--- config.mk ---
export PLATFORM = sky130hd
export DESIGN_NAME = eiu_top
export DESIGN_NICKNAME = d
export VERILOG_FILES = /design/src/hdl/eiu_pin_sampler.v /design/src/hdl/eiu_priority_resolver.v /design/src/hdl/eiu_top.v
export VERILOG_INCLUDE_DIRS = /design/src /design/src/include
export SDC_FILE = /design/constraint.sdc
export NUM_CORES = 1
export LEC_CHECK = 0
export BUFFER_PORTS_ARGS = -buffer_cell sky130_fd_sc_hd__buf_2
export CAP_MARGIN = 10
export CORE_MARGIN = 2
export CORE_UTILIZATION = 55
export DETAILED_ROUTE_END_ITERATION = 6
export PLACE_DENSITY = 0.84
export REMOVE_ABC_BUFFERS = 1
export SLEW_MARGIN = 10
export SYNTH_ARGS = -nofsm -noshare
export SYNTH_HDL_FRONTEND = slang
export SYNTH_HIERARCHICAL = 1
export SYNTH_SLANG_ARGS = --single-unit
--- constraint.sdc ---
create_clock -name clk_sys -period 6.6 [get_ports clk_sys]
set_input_delay 1.98 -clock clk_sys [delete_from_list [all_inputs] [get_ports clk_sys]]
set_output_delay 1.98 -clock clk_sys [all_outputs]
set_load 0.1 [all_outputs]
--- src/include/eiu_consts.vh ---
// Constants of the extended interrupt unit: register offsets, bit positions, reset values, timing
// Summary of operation
// - Lines two to five flags set on their edge, cleared only by software writes.
// - Software setting line, power-fail or watchdog flag requests like hardware when enabled.
// - Serial port one rate doubler bit doubles serial port one baud rate.
// - Power-fail enable bit gates power-fail requests; zero blocks, one passes.
// - Power-fail flag set on active input; still set at return requests again.
// - Watchdog flag set on edge; uncleared at return requests again.
// - Extended enable register: bit 4 watchdog, bits 3..0 lines five..two.
// - Extended priority register: bit 4 watchdog, bits 3..0 lines five..two; one high.
// - Each source vectors to fixed address; power-fail 33h, steps of 8h, watchdog 63h.
// - Low routine preempted only by high or power-fail; high only by power-fail.
// - Finish current instruction; after return or enable/priority write, run one more.
// - Global mask bit masks all but power-fail; power-fail follows own enable only.
// - Power-fail alone takes highest level; others high or low only.
// - Same-level simultaneous requests resolved by lowest natural number, 0 to 12.
// - Standard sources map to timer control, standard enable and priority bits.
// - External inputs sampled once per instruction cycle at end of fourth phase.
// - Lines zero and one: type zero sets on low sample, one on high-low.
// - Lines two and four rise-detected, three and five fall-detected; edge only.
// - Power-fail level active high, watchdog edge active high, sampled per cycle.
// - Seven standard sources plus six extra sources supported.
// - Fastest response five instruction cycles: one detect, four for the call.
`ifndef EIU_CONSTS_VH
`define EIU_CONSTS_VH

`define EIU_ADDR_TIMER_CONTROL 8'h88
`define EIU_ADDR_FLAG          8'h91
`define EIU_ADDR_STD_ENABLE    8'ha8
`define EIU_ADDR_STD_PRIORITY  8'hb8
`define EIU_ADDR_CONTROL       8'hd8
`define EIU_ADDR_ENABLE        8'he8
`define EIU_ADDR_PRIORITY      8'hf8

`define EIU_RST_STD_ENABLE   8'h00
`define EIU_RST_STD_PRIORITY 7'h00
`define EIU_RST_EXT_ENABLE   5'h00
`define EIU_RST_EXT_PRIORITY 5'h00
`define EIU_RST_LINE_FLAGS   4'h0
`define EIU_RST_TIMER_LOW    4'h0

`define EIU_BIT_GLOBAL_MASK   7
`define EIU_BIT_RATE_DOUBLER  7
`define EIU_BIT_PF_ENABLE     5
`define EIU_BIT_PF_FLAG       4
`define EIU_BIT_WD_FLAG       3
`define EIU_BIT_LINE0_TRIGGER 0
`define EIU_BIT_LINE0_FLAG    1
`define EIU_BIT_LINE1_TRIGGER 2
`define EIU_BIT_LINE1_FLAG    3
`define EIU_BIT_TIMER0_FLAG   5
`define EIU_BIT_TIMER1_FLAG   7

`define EIU_NUM_SOURCES 13
`define EIU_NUM_PINS    8
`define EIU_PHASE_LAST  2'h3
`define EIU_SLOT_PF     4'h6

`define EIU_LEVEL_LOW     2'h0
`define EIU_LEVEL_HIGH    2'h1
`define EIU_LEVEL_HIGHEST 2'h2
`define EIU_LEVEL_NONE    2'h3

`endif

--- src/hdl/eiu_pin_sampler.v ---
// Three-stage pin synchroniser with a once-per-instruction-cycle sample register
`timescale 1ns/1ps
`default_nettype none
module eiu_pin_sampler #(
	parameter WIDTH = 8
) (
	input  wire             clk_sys,
	input  wire             rst_b,
	input  wire [WIDTH-1:0] pinIn,
	input  wire             sampleStrobe,
	output reg  [WIDTH-1:0] curSample,
	output reg  [WIDTH-1:0] prevSample,
	output reg              sampleValid
);
	wire [WIDTH-1:0] stable;

	////////////////////////////////////////////////////////////////////////////
	// Per-pin synchroniser; a change only counts once stages two and three agree
	genvar g;
	generate
		for (g = 0; g < WIDTH; g = g + 1) begin : gSync
			reg syncA;
			reg syncB;
			reg syncC;
			reg held;
			always @(posedge clk_sys or negedge rst_b) begin
				if (!rst_b) begin
					syncA <= 1'b0;
					syncB <= 1'b0;
					syncC <= 1'b0;
					held  <= 1'b0;
				end else begin
					syncA <= pinIn[g];
					syncB <= syncA;
					syncC <= syncB;
					if (syncB == syncC) begin
						held <= syncC;
					end
				end
			end
			assign stable[g] = held;
		end
	endgenerate

	////////////////////////////////////////////////////////////////////////////
	// Sample at the strobe edge; previous sample kept for edge detection
	always @(posedge clk_sys or negedge rst_b) begin
		if (!rst_b) begin
			curSample   <= {WIDTH{1'b0}};
			prevSample  <= {WIDTH{1'b0}};
			sampleValid <= 1'b0;
		end else begin
			sampleValid <= sampleStrobe;
			if (sampleStrobe) begin
				curSample  <= stable;
				prevSample <= curSample;
			end
		end
	end
endmodule // eiu_pin_sampler
`default_nettype wire

--- src/hdl/eiu_priority_resolver.v ---
// Combinational level and natural-order priority resolver for thirteen sources
`timescale 1ns/1ps
`default_nettype none
`include "eiu_consts.vh"
module eiu_priority_resolver (
	input  wire [12:0] reqVec,
	input  wire [12:0] highVec,
	output reg         winValid,
	output reg  [3:0]  winIndex,
	output reg  [1:0]  winLevel
);
	wire [12:0] highReq;
	wire [12:0] lowReq;

	// Lowest set index wins; rank 0 is the natural first
	function [3:0] firstSet;
		input [12:0] vec;
		integer i;
		begin
			firstSet = 4'h0;
			for (i = 12; i >= 0; i = i - 1) begin
				if (vec[i]) begin
					firstSet = i[3:0];
				end
			end
		end
	endfunction

	// Power-fail never joins the high or low groups
	assign highReq = {reqVec[12:1] & highVec[12:1], 1'b0};
	assign lowReq  = {reqVec[12:1] & ~highVec[12:1], 1'b0};

	////////////////////////////////////////////////////////////////////////////
	// Level first, natural order second
	always @* begin
		winValid = 1'b1;
		winIndex = 4'h0;
		winLevel = `EIU_LEVEL_HIGHEST;
		if (reqVec[0]) begin
			winLevel = `EIU_LEVEL_HIGHEST;
		end else if (|highReq) begin
			winIndex = firstSet(highReq);
			winLevel = `EIU_LEVEL_HIGH;
		end else if (|lowReq) begin
			winIndex = firstSet(lowReq);
			winLevel = `EIU_LEVEL_LOW;
		end else begin
			winValid = 1'b0;
			winLevel = `EIU_LEVEL_NONE;
		end
	end
endmodule // eiu_priority_resolver
`default_nettype wire

--- src/hdl/eiu_top.v ---
// Extended interrupt unit: pin sampling, flags, enables, priorities, in-service tracking, vectoring
`timescale 1ns/1ps
`default_nettype none
`include "eiu_consts.vh"
module eiu_top (
	input  wire       clk_sys,
	input  wire       rst_b,
	// Special-function register port
	input  wire [7:0] sfrAddr,
	input  wire [7:0] sfrWrData,
	input  wire       sfrWrite,
	output reg  [7:0] sfrReadData,
	output reg        sfrHit,
	// External request pins
	input  wire       ext_line0_low,
	input  wire       ext_line1_low,
	input  wire       ext_line2_high,
	input  wire       ext_line3_low,
	input  wire       ext_line4_high,
	input  wire       ext_line5_low,
	input  wire       powerFailIn,
	input  wire       watchdogIn,
	// Flags owned by timer and serial blocks
	input  wire       timer0_overflow_flag,
	input  wire       timer1_overflow_flag,
	input  wire       timer2_overflow_flag,
	input  wire       timer2_external_flag,
	input  wire       serial0_tx_flag,
	input  wire       serial0_rx_flag,
	input  wire       serial1_tx_flag,
	input  wire       serial1_rx_flag,
	// Instruction sequencer
	input  wire       instrDone,
	input  wire       return_from_isr,
	input  wire       irqAck,
	output reg        irqRequest,
	output reg  [7:0] irqVector,
	output reg  [3:0] irqSource,
	output reg        phaseC4,
	output reg        serial1_rate_doubler
);
	////////////////////////////////////////////////////////////////////////////
	// Register storage
	reg  [7:0]  std_enable_reg;
	reg  [6:0]  std_priority_reg;
	reg  [3:0]  timerControlLow;
	reg  [3:0]  lineFlags;
	reg         power_fail_enable;
	reg         powerFailFlag;
	reg         watchdogFlag;
	reg  [4:0]  ext_irq_enable_reg;
	reg  [4:0]  ext_irq_priority_reg;
	reg  [1:0]  phase;
	reg  [2:0]  inService;
	reg         pendingHold;
	reg         holdOff;

	wire [7:0]  ext_irq_flag_reg;
	wire [7:0]  ext_irq_control_reg;
	wire [7:0]  pinActive;
	wire [7:0]  curSample;
	wire [7:0]  prevSample;
	wire        sampleValid;
	wire [7:0]  risingSample;
	wire [12:0] reqVec;
	wire [12:0] highVec;
	wire        winValid;
	wire [3:0]  winIndex;
	wire [1:0]  winLevel;
	wire        global_mask_bit;
	wire        line0_trigger_type;
	wire        line1_trigger_type;
	wire        line0_flag;
	wire        line1_flag;
	wire        wrTimer;
	wire        wrFlag;
	wire        wrStdEnable;
	wire        wrStdPriority;
	wire        wrControl;
	wire        wrEnable;
	wire        wrPriority;
	wire        holdEvent;
	wire [1:0]  activeLevel;
	wire        canPreempt;
	wire        line0Set;
	wire        line1Set;
	wire        line0AckClear;
	wire        line1AckClear;
	wire [3:0]  lineSet;

	reg  [3:0]  next_timerControlLow;
	reg  [3:0]  next_lineFlags;
	reg         next_powerFailFlag;
	reg         next_watchdogFlag;
	reg  [7:0]  next_readData;
	reg         next_hit;

	// Slot of the vector table for each natural rank; power-fail sits between timer 2 and serial 1
	function [3:0] slotOf;
		input [3:0] rank;
		begin
			if (rank == 4'h0) begin
				slotOf = `EIU_SLOT_PF;
			end else if (rank <= 4'h6) begin
				slotOf = rank - 4'h1;
			end else begin
				slotOf = rank;
			end
		end
	endfunction

	// Address compare, shared by every register strobe
	function isAddr;
		input [7:0] addr;
		input [7:0] target;
		begin
			isAddr = (addr == target);
		end
	endfunction

	////////////////////////////////////////////////////////////////////////////
	// Instruction-cycle phase; phase three is the fourth clock of the cycle
	always @(posedge clk_sys or negedge rst_b) begin
		if (!rst_b) begin
			phase   <= 2'h0;
			phaseC4 <= 1'b0;
		end else begin
			phase   <= phase + 2'h1;
			phaseC4 <= (phase + 2'h1) == `EIU_PHASE_LAST;
		end
	end

	////////////////////////////////////////////////////////////////////////////
	// Pins folded to active high before the synchroniser
	assign pinActive = {watchdogIn, powerFailIn, ~ext_line5_low, ext_line4_high,
		~ext_line3_low, ext_line2_high, ~ext_line1_low, ~ext_line0_low};

	eiu_pin_sampler #(
		.WIDTH(`EIU_NUM_PINS)
	) uSampler (
		.clk_sys      (clk_sys),
		.rst_b        (rst_b),
		.pinIn        (pinActive),
		.sampleStrobe (phaseC4),
		.curSample    (curSample),
		.prevSample   (prevSample),
		.sampleValid  (sampleValid)
	);

	// Inactive-then-active on consecutive samples; needs the source to hold each level a full cycle
	assign risingSample = sampleValid ? (curSample & ~prevSample) : 8'h00;

	////////////////////////////////////////////////////////////////////////////
	// Register decode
	assign wrTimer       = sfrWrite & isAddr(sfrAddr, `EIU_ADDR_TIMER_CONTROL);
	assign wrFlag        = sfrWrite & isAddr(sfrAddr, `EIU_ADDR_FLAG);
	assign wrStdEnable   = sfrWrite & isAddr(sfrAddr, `EIU_ADDR_STD_ENABLE);
	assign wrStdPriority = sfrWrite & isAddr(sfrAddr, `EIU_ADDR_STD_PRIORITY);
	assign wrControl     = sfrWrite & isAddr(sfrAddr, `EIU_ADDR_CONTROL);
	assign wrEnable      = sfrWrite & isAddr(sfrAddr, `EIU_ADDR_ENABLE);
	assign wrPriority    = sfrWrite & isAddr(sfrAddr, `EIU_ADDR_PRIORITY);

	assign global_mask_bit    = std_enable_reg[`EIU_BIT_GLOBAL_MASK];
	assign line0_trigger_type = timerControlLow[`EIU_BIT_LINE0_TRIGGER];
	assign line1_trigger_type = timerControlLow[`EIU_BIT_LINE1_TRIGGER];
	assign line0_flag         = timerControlLow[`EIU_BIT_LINE0_FLAG];
	assign line1_flag         = timerControlLow[`EIU_BIT_LINE1_FLAG];

	// Reserved bits: bit 3 of the flag register reads one, bits 2..0 zero
	assign ext_irq_flag_reg    = {lineFlags, 4'h8};
	assign ext_irq_control_reg = {serial1_rate_doubler, 1'b1, power_fail_enable, powerFailFlag, watchdogFlag, 3'h0};

	////////////////////////////////////////////////////////////////////////////
	// Enable and priority registers, rate doubler
	always @(posedge clk_sys or negedge rst_b) begin
		if (!rst_b) begin
			std_enable_reg       <= `EIU_RST_STD_ENABLE;
			std_priority_reg     <= `EIU_RST_STD_PRIORITY;
			ext_irq_enable_reg   <= `EIU_RST_EXT_ENABLE;
			ext_irq_priority_reg <= `EIU_RST_EXT_PRIORITY;
			power_fail_enable    <= 1'b0;
			serial1_rate_doubler <= 1'b0;
		end else begin
			if (wrStdEnable) begin
				std_enable_reg <= sfrWrData;
			end
			if (wrStdPriority) begin
				std_priority_reg <= sfrWrData[6:0];
			end
			if (wrEnable) begin
				ext_irq_enable_reg <= sfrWrData[4:0];
			end
			if (wrPriority) begin
				ext_irq_priority_reg <= sfrWrData[4:0];
			end
			if (wrControl) begin
				power_fail_enable    <= sfrWrData[`EIU_BIT_PF_ENABLE];
				serial1_rate_doubler <= sfrWrData[`EIU_BIT_RATE_DOUBLER];
			end
		end
	end

	////////////////////////////////////////////////////////////////////////////
	// Detection events for lines zero and one
	assign line0Set = sampleValid & (line0_trigger_type ? risingSample[0] : curSample[0]);
	assign line1Set = sampleValid & (line1_trigger_type ? risingSample[1] : curSample[1]);
	// Edge-mode flags clear as the call to their routine starts
	assign line0AckClear = irqAck & (irqSource == 4'h1) & line0_trigger_type;
	assign line1AckClear = irqAck & (irqSource == 4'h3) & line1_trigger_type;
	assign lineSet       = risingSample[5:2];

	////////////////////////////////////////////////////////////////////////////
	// Next flag values; a hardware set in the cycle of a clearing write wins
	always @* begin
		next_timerControlLow = timerControlLow;
		next_lineFlags       = lineFlags;
		next_powerFailFlag   = powerFailFlag;
		next_watchdogFlag    = watchdogFlag;
		if (wrTimer) begin
			next_timerControlLow = sfrWrData[3:0];
		end
		if (line0AckClear) begin
			next_timerControlLow[`EIU_BIT_LINE0_FLAG] = 1'b0;
		end
		if (line1AckClear) begin
			next_timerControlLow[`EIU_BIT_LINE1_FLAG] = 1'b0;
		end
		// Level mode is not latched: flag follows each sample
		if (sampleValid & ~line0_trigger_type) begin
			next_timerControlLow[`EIU_BIT_LINE0_FLAG] = curSample[0];
		end else if (line0Set) begin
			next_timerControlLow[`EIU_BIT_LINE0_FLAG] = 1'b1;
		end
		if (sampleValid & ~line1_trigger_type) begin
			next_timerControlLow[`EIU_BIT_LINE1_FLAG] = curSample[1];
		end else if (line1Set) begin
			next_timerControlLow[`EIU_BIT_LINE1_FLAG] = 1'b1;
		end
		if (wrFlag) begin
			next_lineFlags = sfrWrData[7:4];
		end
		next_lineFlags = next_lineFlags | lineSet;
		if (wrControl) begin
			next_powerFailFlag = sfrWrData[`EIU_BIT_PF_FLAG];
			next_watchdogFlag  = sfrWrData[`EIU_BIT_WD_FLAG];
		end
		if (sampleValid & curSample[6]) begin
			next_powerFailFlag = 1'b1;
		end
		if (risingSample[7]) begin
			next_watchdogFlag = 1'b1;
		end
	end

	// Flags leave the set state by software, vectoring or an inactive level-mode sample; no clear on return
	always @(posedge clk_sys or negedge rst_b) begin
		if (!rst_b) begin
			timerControlLow <= `EIU_RST_TIMER_LOW;
			lineFlags       <= `EIU_RST_LINE_FLAGS;
			powerFailFlag   <= 1'b0;
			watchdogFlag    <= 1'b0;
		end else begin
			timerControlLow <= next_timerControlLow;
			lineFlags       <= next_lineFlags;
			powerFailFlag   <= next_powerFailFlag;
			watchdogFlag    <= next_watchdogFlag;
		end
	end

	////////////////////////////////////////////////////////////////////////////
	// Gated requests in natural order; power-fail ignores the global mask
	assign reqVec[0]  = powerFailFlag & power_fail_enable;
	assign reqVec[1]  = global_mask_bit & line0_flag & std_enable_reg[0];
	assign reqVec[2]  = global_mask_bit & timer0_overflow_flag & std_enable_reg[1];
	assign reqVec[3]  = global_mask_bit & line1_flag & std_enable_reg[2];
	assign reqVec[4]  = global_mask_bit & timer1_overflow_flag & std_enable_reg[3];
	assign reqVec[5]  = global_mask_bit & (serial0_tx_flag | serial0_rx_flag) & std_enable_reg[4];
	assign reqVec[6]  = global_mask_bit & (timer2_overflow_flag | timer2_external_flag) & std_enable_reg[5];
	assign reqVec[7]  = global_mask_bit & (serial1_tx_flag | serial1_rx_flag) & std_enable_reg[6];
	assign reqVec[11:8] = {4{global_mask_bit}} & lineFlags & ext_irq_enable_reg[3:0];
	assign reqVec[12] = global_mask_bit & watchdogFlag & ext_irq_enable_reg[4];

	assign highVec = {ext_irq_priority_reg, std_priority_reg, 1'b1};

	eiu_priority_resolver uResolver (
		.reqVec   (reqVec),
		.highVec  (highVec),
		.winValid (winValid),
		.winIndex (winIndex),
		.winLevel (winLevel)
	);

	////////////////////////////////////////////////////////////////////////////
	// Preemption: only a strictly higher level than the deepest active routine
	assign activeLevel = inService[2] ? `EIU_LEVEL_HIGHEST :
		inService[1] ? `EIU_LEVEL_HIGH :
		inService[0] ? `EIU_LEVEL_LOW : `EIU_LEVEL_NONE;
	assign canPreempt = (activeLevel == `EIU_LEVEL_NONE) | (winLevel > activeLevel);

	// One extra instruction after a return or an enable/priority write
	assign holdEvent = return_from_isr | wrStdEnable | wrStdPriority | wrEnable | wrPriority;

	always @(posedge clk_sys or negedge rst_b) begin
		if (!rst_b) begin
			pendingHold <= 1'b0;
			holdOff     <= 1'b0;
		end else begin
			if (instrDone) begin
				holdOff     <= pendingHold | holdEvent;
				pendingHold <= 1'b0;
			end else if (holdEvent) begin
				pendingHold <= 1'b1;
			end
		end
	end

	////////////////////////////////////////////////////////////////////////////
	// In-service markers per level; return retires the deepest one
	always @(posedge clk_sys or negedge rst_b) begin
		if (!rst_b) begin
			inService <= 3'h0;
		end else begin
			if (return_from_isr) begin
				if (inService[2]) begin
					inService[2] <= 1'b0;
				end else if (inService[1]) begin
					inService[1] <= 1'b0;
				end else begin
					inService[0] <= 1'b0;
				end
			end
			if (irqAck & irqRequest) begin
				inService[irqSource == 4'h0 ? 2 : (highVec[irqSource] ? 1 : 0)] <= 1'b1;
			end
		end
	end

	////////////////////////////////////////////////////////////////////////////
	// Request and vector towards the sequencer; dropped for the cycle after an acknowledge
	// so the cleared flag is seen before the next decision
	always @(posedge clk_sys or negedge rst_b) begin
		if (!rst_b) begin
			irqRequest <= 1'b0;
			irqVector  <= 8'h00;
			irqSource  <= 4'h0;
		end else begin
			irqRequest <= winValid & canPreempt & ~holdOff & ~pendingHold & ~holdEvent & ~irqAck;
			if (~irqAck) begin
				irqSource <= winIndex;
				irqVector <= {1'b0, slotOf(winIndex), 3'h3};
			end
		end
	end

	////////////////////////////////////////////////////////////////////////////
	// Read mux; answer appears one clock after the address
	always @* begin
		next_hit      = 1'b1;
		next_readData = 8'h00;
		case (sfrAddr)
			`EIU_ADDR_TIMER_CONTROL: begin
				next_readData = {timer1_overflow_flag, 1'b0, timer0_overflow_flag, 1'b0, timerControlLow};
			end
			`EIU_ADDR_FLAG: begin
				next_readData = ext_irq_flag_reg;
			end
			`EIU_ADDR_STD_ENABLE: begin
				next_readData = std_enable_reg;
			end
			`EIU_ADDR_STD_PRIORITY: begin
				next_readData = {1'b1, std_priority_reg};
			end
			`EIU_ADDR_CONTROL: begin
				next_readData = ext_irq_control_reg;
			end
			`EIU_ADDR_ENABLE: begin
				next_readData = {3'h7, ext_irq_enable_reg};
			end
			`EIU_ADDR_PRIORITY: begin
				next_readData = {3'h7, ext_irq_priority_reg};
			end
			default: begin
				next_hit = 1'b0;
			end
		endcase
	end

	always @(posedge clk_sys or negedge rst_b) begin
		if (!rst_b) begin
			sfrReadData <= 8'h00;
			sfrHit      <= 1'b0;
		end else begin
			sfrReadData <= next_readData;
			sfrHit      <= next_hit;
		end
	end
endmodule // eiu_top
`default_nettype wire

* Word level (Yosys, flattened, before mapping) *
Index checks and enable logic that the tools add are counted.

storage, ports and cells
  output and inout bits = 24
  register bits = 114
  word-level logic and storage cells = 228
  input bits = 38

operators by class
  order comparisons = 5
  reduce and logical (&&, ||, !) cells = 11
  muxes and demuxes = 67
  equality and inequality tests = 19
  add/sub/neg operators = 2
  bitwise gates (word level) = 67

operator list
  cell                                                                  count
  4-bit two-way mux                                                     31
  8-bit equality test, second input constant                            7
  8-bit one-hot mux with 7 select lines                                 1
  1-bit bitwise AND                                                     39
  12-bit bitwise AND                                                    2
  12-bit OR reduction                                                   2
  1-bit two-way mux                                                     22
  2-bit two-way mux                                                     8
  12-bit inverter                                                       1
  1-bit inverter                                                        10
  1-bit OR                                                              9
  4-bit bitwise AND                                                     2
  8-bit bitwise AND                                                     1
  1-bit equality test                                                   8
  4-bit logical NOT                                                     2
  8-bit two-way mux                                                     1
  8-bit inverter                                                        1
  4-bit nonzero test                                                    2
  7-bit OR reduction                                                    1
  3-bit two-way mux                                                     2
  2-bit nonzero test                                                    3
  4-bit by 5-bit < comparator with 1-bit output, second input constant  1
  1-bit binary-select mux with 4-bit select                             1
  2-bit equality test, second input constant                            2
  other kinds (12)                                                      12

* Logic depth before layout (Yosys ltp) *
  depth after elaboration = 22
  depth in mapped cells = 13

* Cells and area by module *
Netlist, hierarchy kept.

by module, submodules not included
  module                 seq. area each (um2)  area an instance (um2)  cells an instance  times used
  eiu_top                1,601.5               3,403.3                 306                1
  eiu_pin_sampler        1,226.2               1,555.2                 75                 1
  eiu_priority_resolver  0.0                   473.0                   69                 1

* Worst setup path after synthesis *
Ideal clock, no wire load.

  path kind = input-to-reg
  start = in timer0_overflow_flag
  end = reg irqVector[4]
  slack = 1,898 ps
  data arrival time = 4,624 ps
  data required time = 6,522 ps
  cell stages on the path = 11
  path buffers = 0
  cell sequence = and3_1 -> a222oi_1 -> nand3_1 -> nor3b_2 -> nand2_1 -> o41ai_1 -> ha_1 -> inv_1 -> a31oi_1 -> mux2_2 -> a21oi_1

on the way
  word-level cells in the longest chain between the ends = 11
  elaborated cells on any way between the ends = 18
  those cells by class = add/sub: 1; order compare: 1; mux: 9; bitwise: 4; reduce/logical: 3

RTL lines
  element                                                                                                                          RTL line                      text
  start, declared                                                                                                                  eiu_top.v:24                  input wire timer0_overflow_flag,
  1-bit bitwise AND (*) (2 in series)                                                                                              eiu_top.v:274                 assign reqVec[2] = global_mask_bit & timer0_overflow_flag & std_enable_reg[1];
  12-bit bitwise AND                                                                                                               eiu_priority_resolver.v:31    assign lowReq = {reqVec[12:1] & ~highVec[12:1], 1'b0};
  4-bit two-way mux (2 in series)                                                                                                  eiu_priority_resolver.v:22    if (vec[i]) begin
  4-bit two-way mux                                                                                                                eiu_priority_resolver.v:44    end else if (|lowReq) begin
  4-bit two-way mux (*)                                                                                                            eiu_priority_resolver.v:41    end else if (|highReq) begin
  4-bit two-way mux (*)                                                                                                            eiu_priority_resolver.v:39    if (reqVec[0]) begin
  named net winIndex[1]                                                                                                            eiu_top.v:68                  wire [3:0] winIndex;
  4-bit by 1-bit subtractor with 4-bit output / 4-bit by 3-bit less-or-equal comparator with 1-bit output (equally long branches)  eiu_top.v:105, eiu_top.v:104
  4-bit two-way mux                                                                                                                eiu_top.v:104                 end else if (rank <= 4'h6) begin
  4-bit two-way mux (*)                                                                                                            eiu_top.v:102                 if (rank == 4'h0) begin
  end signal, assigned                                                                                                             eiu_top.v:350                 irqVector <= {1'b0, slotOf(winIndex), 3'h3};
  end, declared                                                                                                                    eiu_top.v:37                  output reg [7:0] irqVector,

The timed path passes the listed nets; every way through them passes the cells marked *.
A chain may end at the register's enable or synchronous reset.

* Worst setup path after layout *
  start = in timer0_overflow_flag
  end = reg irqVector[4]

on the way
  word-level cells in the longest chain between the ends = 11
  elaborated cells on any way between the ends = 18
  those cells by class = add/sub: 1; order compare: 1; mux: 9; bitwise: 4; reduce/logical: 3

RTL lines
  element                                                                                                                          RTL line                      text
  1-bit bitwise AND (*) (2 in series)                                                                                              eiu_top.v:274
  named net reqVec[2]                                                                                                              eiu_top.v:65                  wire [12:0] reqVec;
  12-bit bitwise AND                                                                                                               eiu_priority_resolver.v:31
  4-bit two-way mux (2 in series)                                                                                                  eiu_priority_resolver.v:22
  4-bit two-way mux                                                                                                                eiu_priority_resolver.v:44
  4-bit two-way mux (*)                                                                                                            eiu_priority_resolver.v:41
  4-bit two-way mux (*)                                                                                                            eiu_priority_resolver.v:39
  named net winIndex[1]                                                                                                            eiu_top.v:68
  4-bit by 1-bit subtractor with 4-bit output / 4-bit by 3-bit less-or-equal comparator with 1-bit output (equally long branches)  eiu_top.v:105, eiu_top.v:104
  4-bit two-way mux                                                                                                                eiu_top.v:104
  4-bit two-way mux (*)                                                                                                            eiu_top.v:102

Marks and branches as above.

==> flow_summary.html <==
<table>
<tr><th>Metric</th><th>Value</th></tr>
<tr><th colspan="2">Global route</th></tr>
<tr><td>Vias in the first global route</td><td>3776</td></tr>
<tr><td>Maximum number of pins on one net before global-route repair</td><td>61</td></tr>
<tr><td>Global-route wire length before repair</td><td>20200 µm</td></tr>
<tr><td>Antenna violations before repair</td><td>0</td></tr>
<tr><td>Global Route Usage Sum</td><td>25.6%</td></tr>
<tr><td>Final global-route overflow total</td><td>0</td></tr>
<tr><th colspan="2">Worst hold path</th></tr>
<tr><td>Min-delay src</td><td>uSampler/gSync[2].syncA$_DFF_PN0_</td></tr>
<tr><td>Classification of the worst-slack hold path</td><td>register to register</td></tr>
<tr><th colspan="2">Synth</th></tr>
<tr><td>Synthesized area per cell</td><td>12.1 µm²</td></tr>
<tr><td>Cells after Synth</td><td>447</td></tr>
<tr><td>Number of warnings issued by yosys</td><td>6</td></tr>
<tr><td>Cell area after technology mapping</td><td>5390 µm²</td></tr>
<tr><th colspan="2">Detailed routing</th></tr>
<tr><td>Antenna Nets Post-Route</td><td>0</td></tr>
<tr><td>Ratio of routed vias to standard cells</td><td>5.93</td></tr>
<tr><td>DRC violation total after the first TritonRoute iteration</td><td>210</td></tr>
<tr><td>Vias post-DR</td><td>3775</td></tr>
<tr><td>Total length of routed wires</td><td>12300 µm</td></tr>
<tr><td>Post-detailed-route DRC marker count</td><td>0</td></tr>
<tr><td>Wire length per cell after detailed routing</td><td>19.2 µm</td></tr>
<tr><td>First drt pass iteration count</td><td>4</td></tr>
<tr><th colspan="2">Placement</th></tr>
<tr><td>Placed Cells</td><td>621</td></tr>
<tr><td>DP Wirelength</td><td>9260 µm</td></tr>
<tr><td>Number of port buffers</td><td>59</td></tr>
<tr><td>Final estimated routing congestion in global placement</td><td>0.961</td></tr>
<tr><th colspan="2">Timing</th></tr>
<tr><td>Achievable frequency</td><td>201 MHz</td></tr>
<tr><td>Min cycle time layout</td><td>4.98 ns</td></tr>
<tr><td>Final-layout setup total negative slack</td><td>0 ns</td></tr>
<tr><td>Final hold slack</td><td>0.359 ns</td></tr>
<tr><td>Number of setup violations in the final report</td><td>0</td></tr>
<tr><td>Final clock skew</td><td>0.00696 ns</td></tr>
<tr><td>Final hold vios</td><td>0</td></tr>
<tr><td>Transition at the pin with the smallest max-transition slack</td><td>0.833 ns</td></tr>
<tr><td>Final worst path period share</td><td>75.4%</td></tr>
<tr><td>Setup repair after global routing missed its margin</td><td>false</td></tr>
<tr><td>Max-slew violations</td><td>0</td></tr>
<tr><td>Normalized max-slew margin</td><td>44.4%</td></tr>
<tr><th colspan="2">Die</th></tr>
<tr><td>Site Rows</td><td>36</td></tr>
<tr><td>Die width</td><td>103 µm</td></tr>
<tr><td>Number of I/O pins</td><td>62</td></tr>
<tr><td>Die Area</td><td>10600 µm²</td></tr>
<tr><td>Initial standard-cell utilization of the core</td><td>55.9%</td></tr>
<tr><td>CORE AREA</td><td>9640 µm²</td></tr>
<tr><td>Die height</td><td>103 µm</td></tr>
<tr><th colspan="2">Power and ir drop</th></tr>
<tr><td>Power density over cell area</td><td>219 nW/µm²</td></tr>
<tr><td>Reported leakage power</td><td>2.77 nW</td></tr>
<tr><td>IR drop worst, VDD</td><td>0.192 mV</td></tr>
<tr><th colspan="2">Status</th></tr>
<tr><td>Result of the run</td><td>completed</td></tr>
<tr><th colspan="2">Cells and area</th></tr>
<tr><td>Final Non-Filler Cells</td><td>637</td></tr>
<tr><td>Share of cells above drive strength 1</td><td>28.6%</td></tr>
<tr><td>Synthesis-to-layout area growth</td><td>10.6%</td></tr>
<tr><td>Antenna diode instance count</td><td>0</td></tr>
<tr><td>Net count of the finished layout</td><td>542</td></tr>
<tr><td>Layout Utilization</td><td>61.8%</td></tr>
<tr><td>Final-layout fill cell count</td><td>800</td></tr>
<tr><th colspan="2">Worst setup path</th></tr>
<tr><td>Critical Path Start</td><td>timer0_overflow_flag</td></tr>
<tr><td>Crit path kind</td><td>input pin to register</td></tr>
<tr><td>Crit path max fanout</td><td>6</td></tr>
<tr><td>Element type at the critical path end</td><td>register</td></tr>
<tr><td>Startpoint kind of the worst setup timing path</td><td>input pin</td></tr>
<tr><td>RR Startpoint</td><td>std_enable_reg[7]$_DFFE_PN0P_</td></tr>
<tr><td>Endpoint required time on the critical path</td><td>6.92 ns</td></tr>
<tr><td>Worst Path Arrival</td><td>5.30 ns</td></tr>
<tr><th colspan="2">Flow run</th></tr>
<tr><td>Max-cap violations</td><td>0</td></tr>
<tr><th colspan="2">Clock network</th></tr>
<tr><td>Number of buffers created by CTS</td><td>9</td></tr>
<tr><td>Worst skew pair latency</td><td>0.39 ns</td></tr>
<tr><td>Number of H-tree levels</td><td>3</td></tr>
<tr><td>Clk Tree Root Cell</td><td>sky130_fd_sc_hd__clkbuf_8</td></tr>
<tr><td>Buffers inserted during post-CTS setup optimization</td><td>0</td></tr>
<tr><td>Total of cells resized after clock tree synthesis</td><td>0</td></tr>
<tr><td>Number of buffers on the longest clock path</td><td>2</td></tr>
<tr><td># hold bufs at CTS</td><td>0</td></tr>
<tr><td>Clock tree sinks</td><td>112</td></tr>
<tr><td>Clock tree from TritonCTS</td><td>done</td></tr>
<tr><td>Post-CTS clock slew at the launch and capture registers of the worst setup and hold paths</td><td>0.11 ns</td></tr>
</table>
[layout by cell type, fill, tap and decap left out, types with 7 or more instances in the layout]
cell	n
sky130_fd_sc_hd__buf_2	58
sky130_fd_sc_hd__a21oi_1	20
sky130_fd_sc_hd__nand3_1	9
sky130_fd_sc_hd__mux2_4	9
sky130_fd_sc_hd__mux2i_1	11
sky130_fd_sc_hd__maj3_1	8
sky130_fd_sc_hd__nor2_1	10
sky130_fd_sc_hd__a22o_1	7
sky130_fd_sc_hd__o21ai_0	12
sky130_fd_sc_hd__a22oi_1	9
sky130_fd_sc_hd__inv_1	19
sky130_fd_sc_hd__and3_1	9
sky130_fd_sc_hd__nand3b_1	7
sky130_fd_sc_hd__nand2b_1	12
sky130_fd_sc_hd__mux2_2	41
sky130_fd_sc_hd__nand2_1	35
sky130_fd_sc_hd__clkbuf_8	9
sky130_fd_sc_hd__dfrtp_1	112
sky130_fd_sc_hd__nor2b_1	10
[metrics by stage]
step / setup slack (ns) / power (W) / area (µm²)
finish: 1.62 / 0.00131 / 5960
global route: 1.45 / 0.00136 / 5960
CTS: 1.75 / 0.00132 / 5960
detailed placement: 1.35 / 0.000884 / 5730
global placement: 1.53 / 0.000878 / 5730
floorplan: 1.90 / 0.000823 / 5260
[cell type report]
class	instances	area [µm²]	share of cell area, %
Clock buffer	9	124	2.08
Clock inverter	7	100	1.68
Inverter	19	71.3	1.20
Multi-Input combinational cell	296	2380	40.0
Sequential cell	112	2800	47.0
Tap cell	133	166	2.79
Timing Repair Buffer	61	313	5.25
[metal layers]
layer  GRT usage [%]  wire [µm]  vias up
li1                -          -     1750
met1            34.8       5290     1880
met2            40.5       5940      119
met3            6.31        694       26
met4            8.91        320        0
met5               0          0        -
[critical path: stages]
cell and delay, ns:
sky130_fd_sc_hd__buf_2 0.11, sky130_fd_sc_hd__and3_1 0.24, sky130_fd_sc_hd__a222oi_1 0.47, sky130_fd_sc_hd__nand3_1 0.21, sky130_fd_sc_hd__nor3b_2 0.34, sky130_fd_sc_hd__nand2_1 0.08, sky130_fd_sc_hd__o41ai_1 0.70, sky130_fd_sc_hd__ha_1 0.28
sky130_fd_sc_hd__inv_1 0.04, sky130_fd_sc_hd__a31oi_1 0.32, sky130_fd_sc_hd__mux2_2 0.38, sky130_fd_sc_hd__a21oi_1 0.14
[worst paths after layout]
check / end / slack, ns / cells past startpoint
setup / recovery: irqVector[4]$_DFFE_PN0N_ / 1.62 / 12
hold / removal: uSampler/gSync[2].syncB$_DFF_PN0_ / 0.36 / 0
setup reg to reg: irqVector[4]$_DFFE_PN0N_ / 2.69 / 11
hold reg to reg: uSampler/gSync[2].syncB$_DFF_PN0_ / 0.36 / 0
max in group asynchronous: ext_irq_priority_reg[2]$_DFFE_PN0P_ / 3.80 / 2
min in group asynchronous: irqVector[6]$_DFFE_PN0N_ / 1.61 / 1
[power breakdown]
group,switching [W],internal [W]
logic,0.0000708,0.0000493
clock network,0.000249,0.000187
registers,0.0000296,0.000720
total,0.000349,0.000956
No activity file was read; power rests on OpenSTA's default activity.
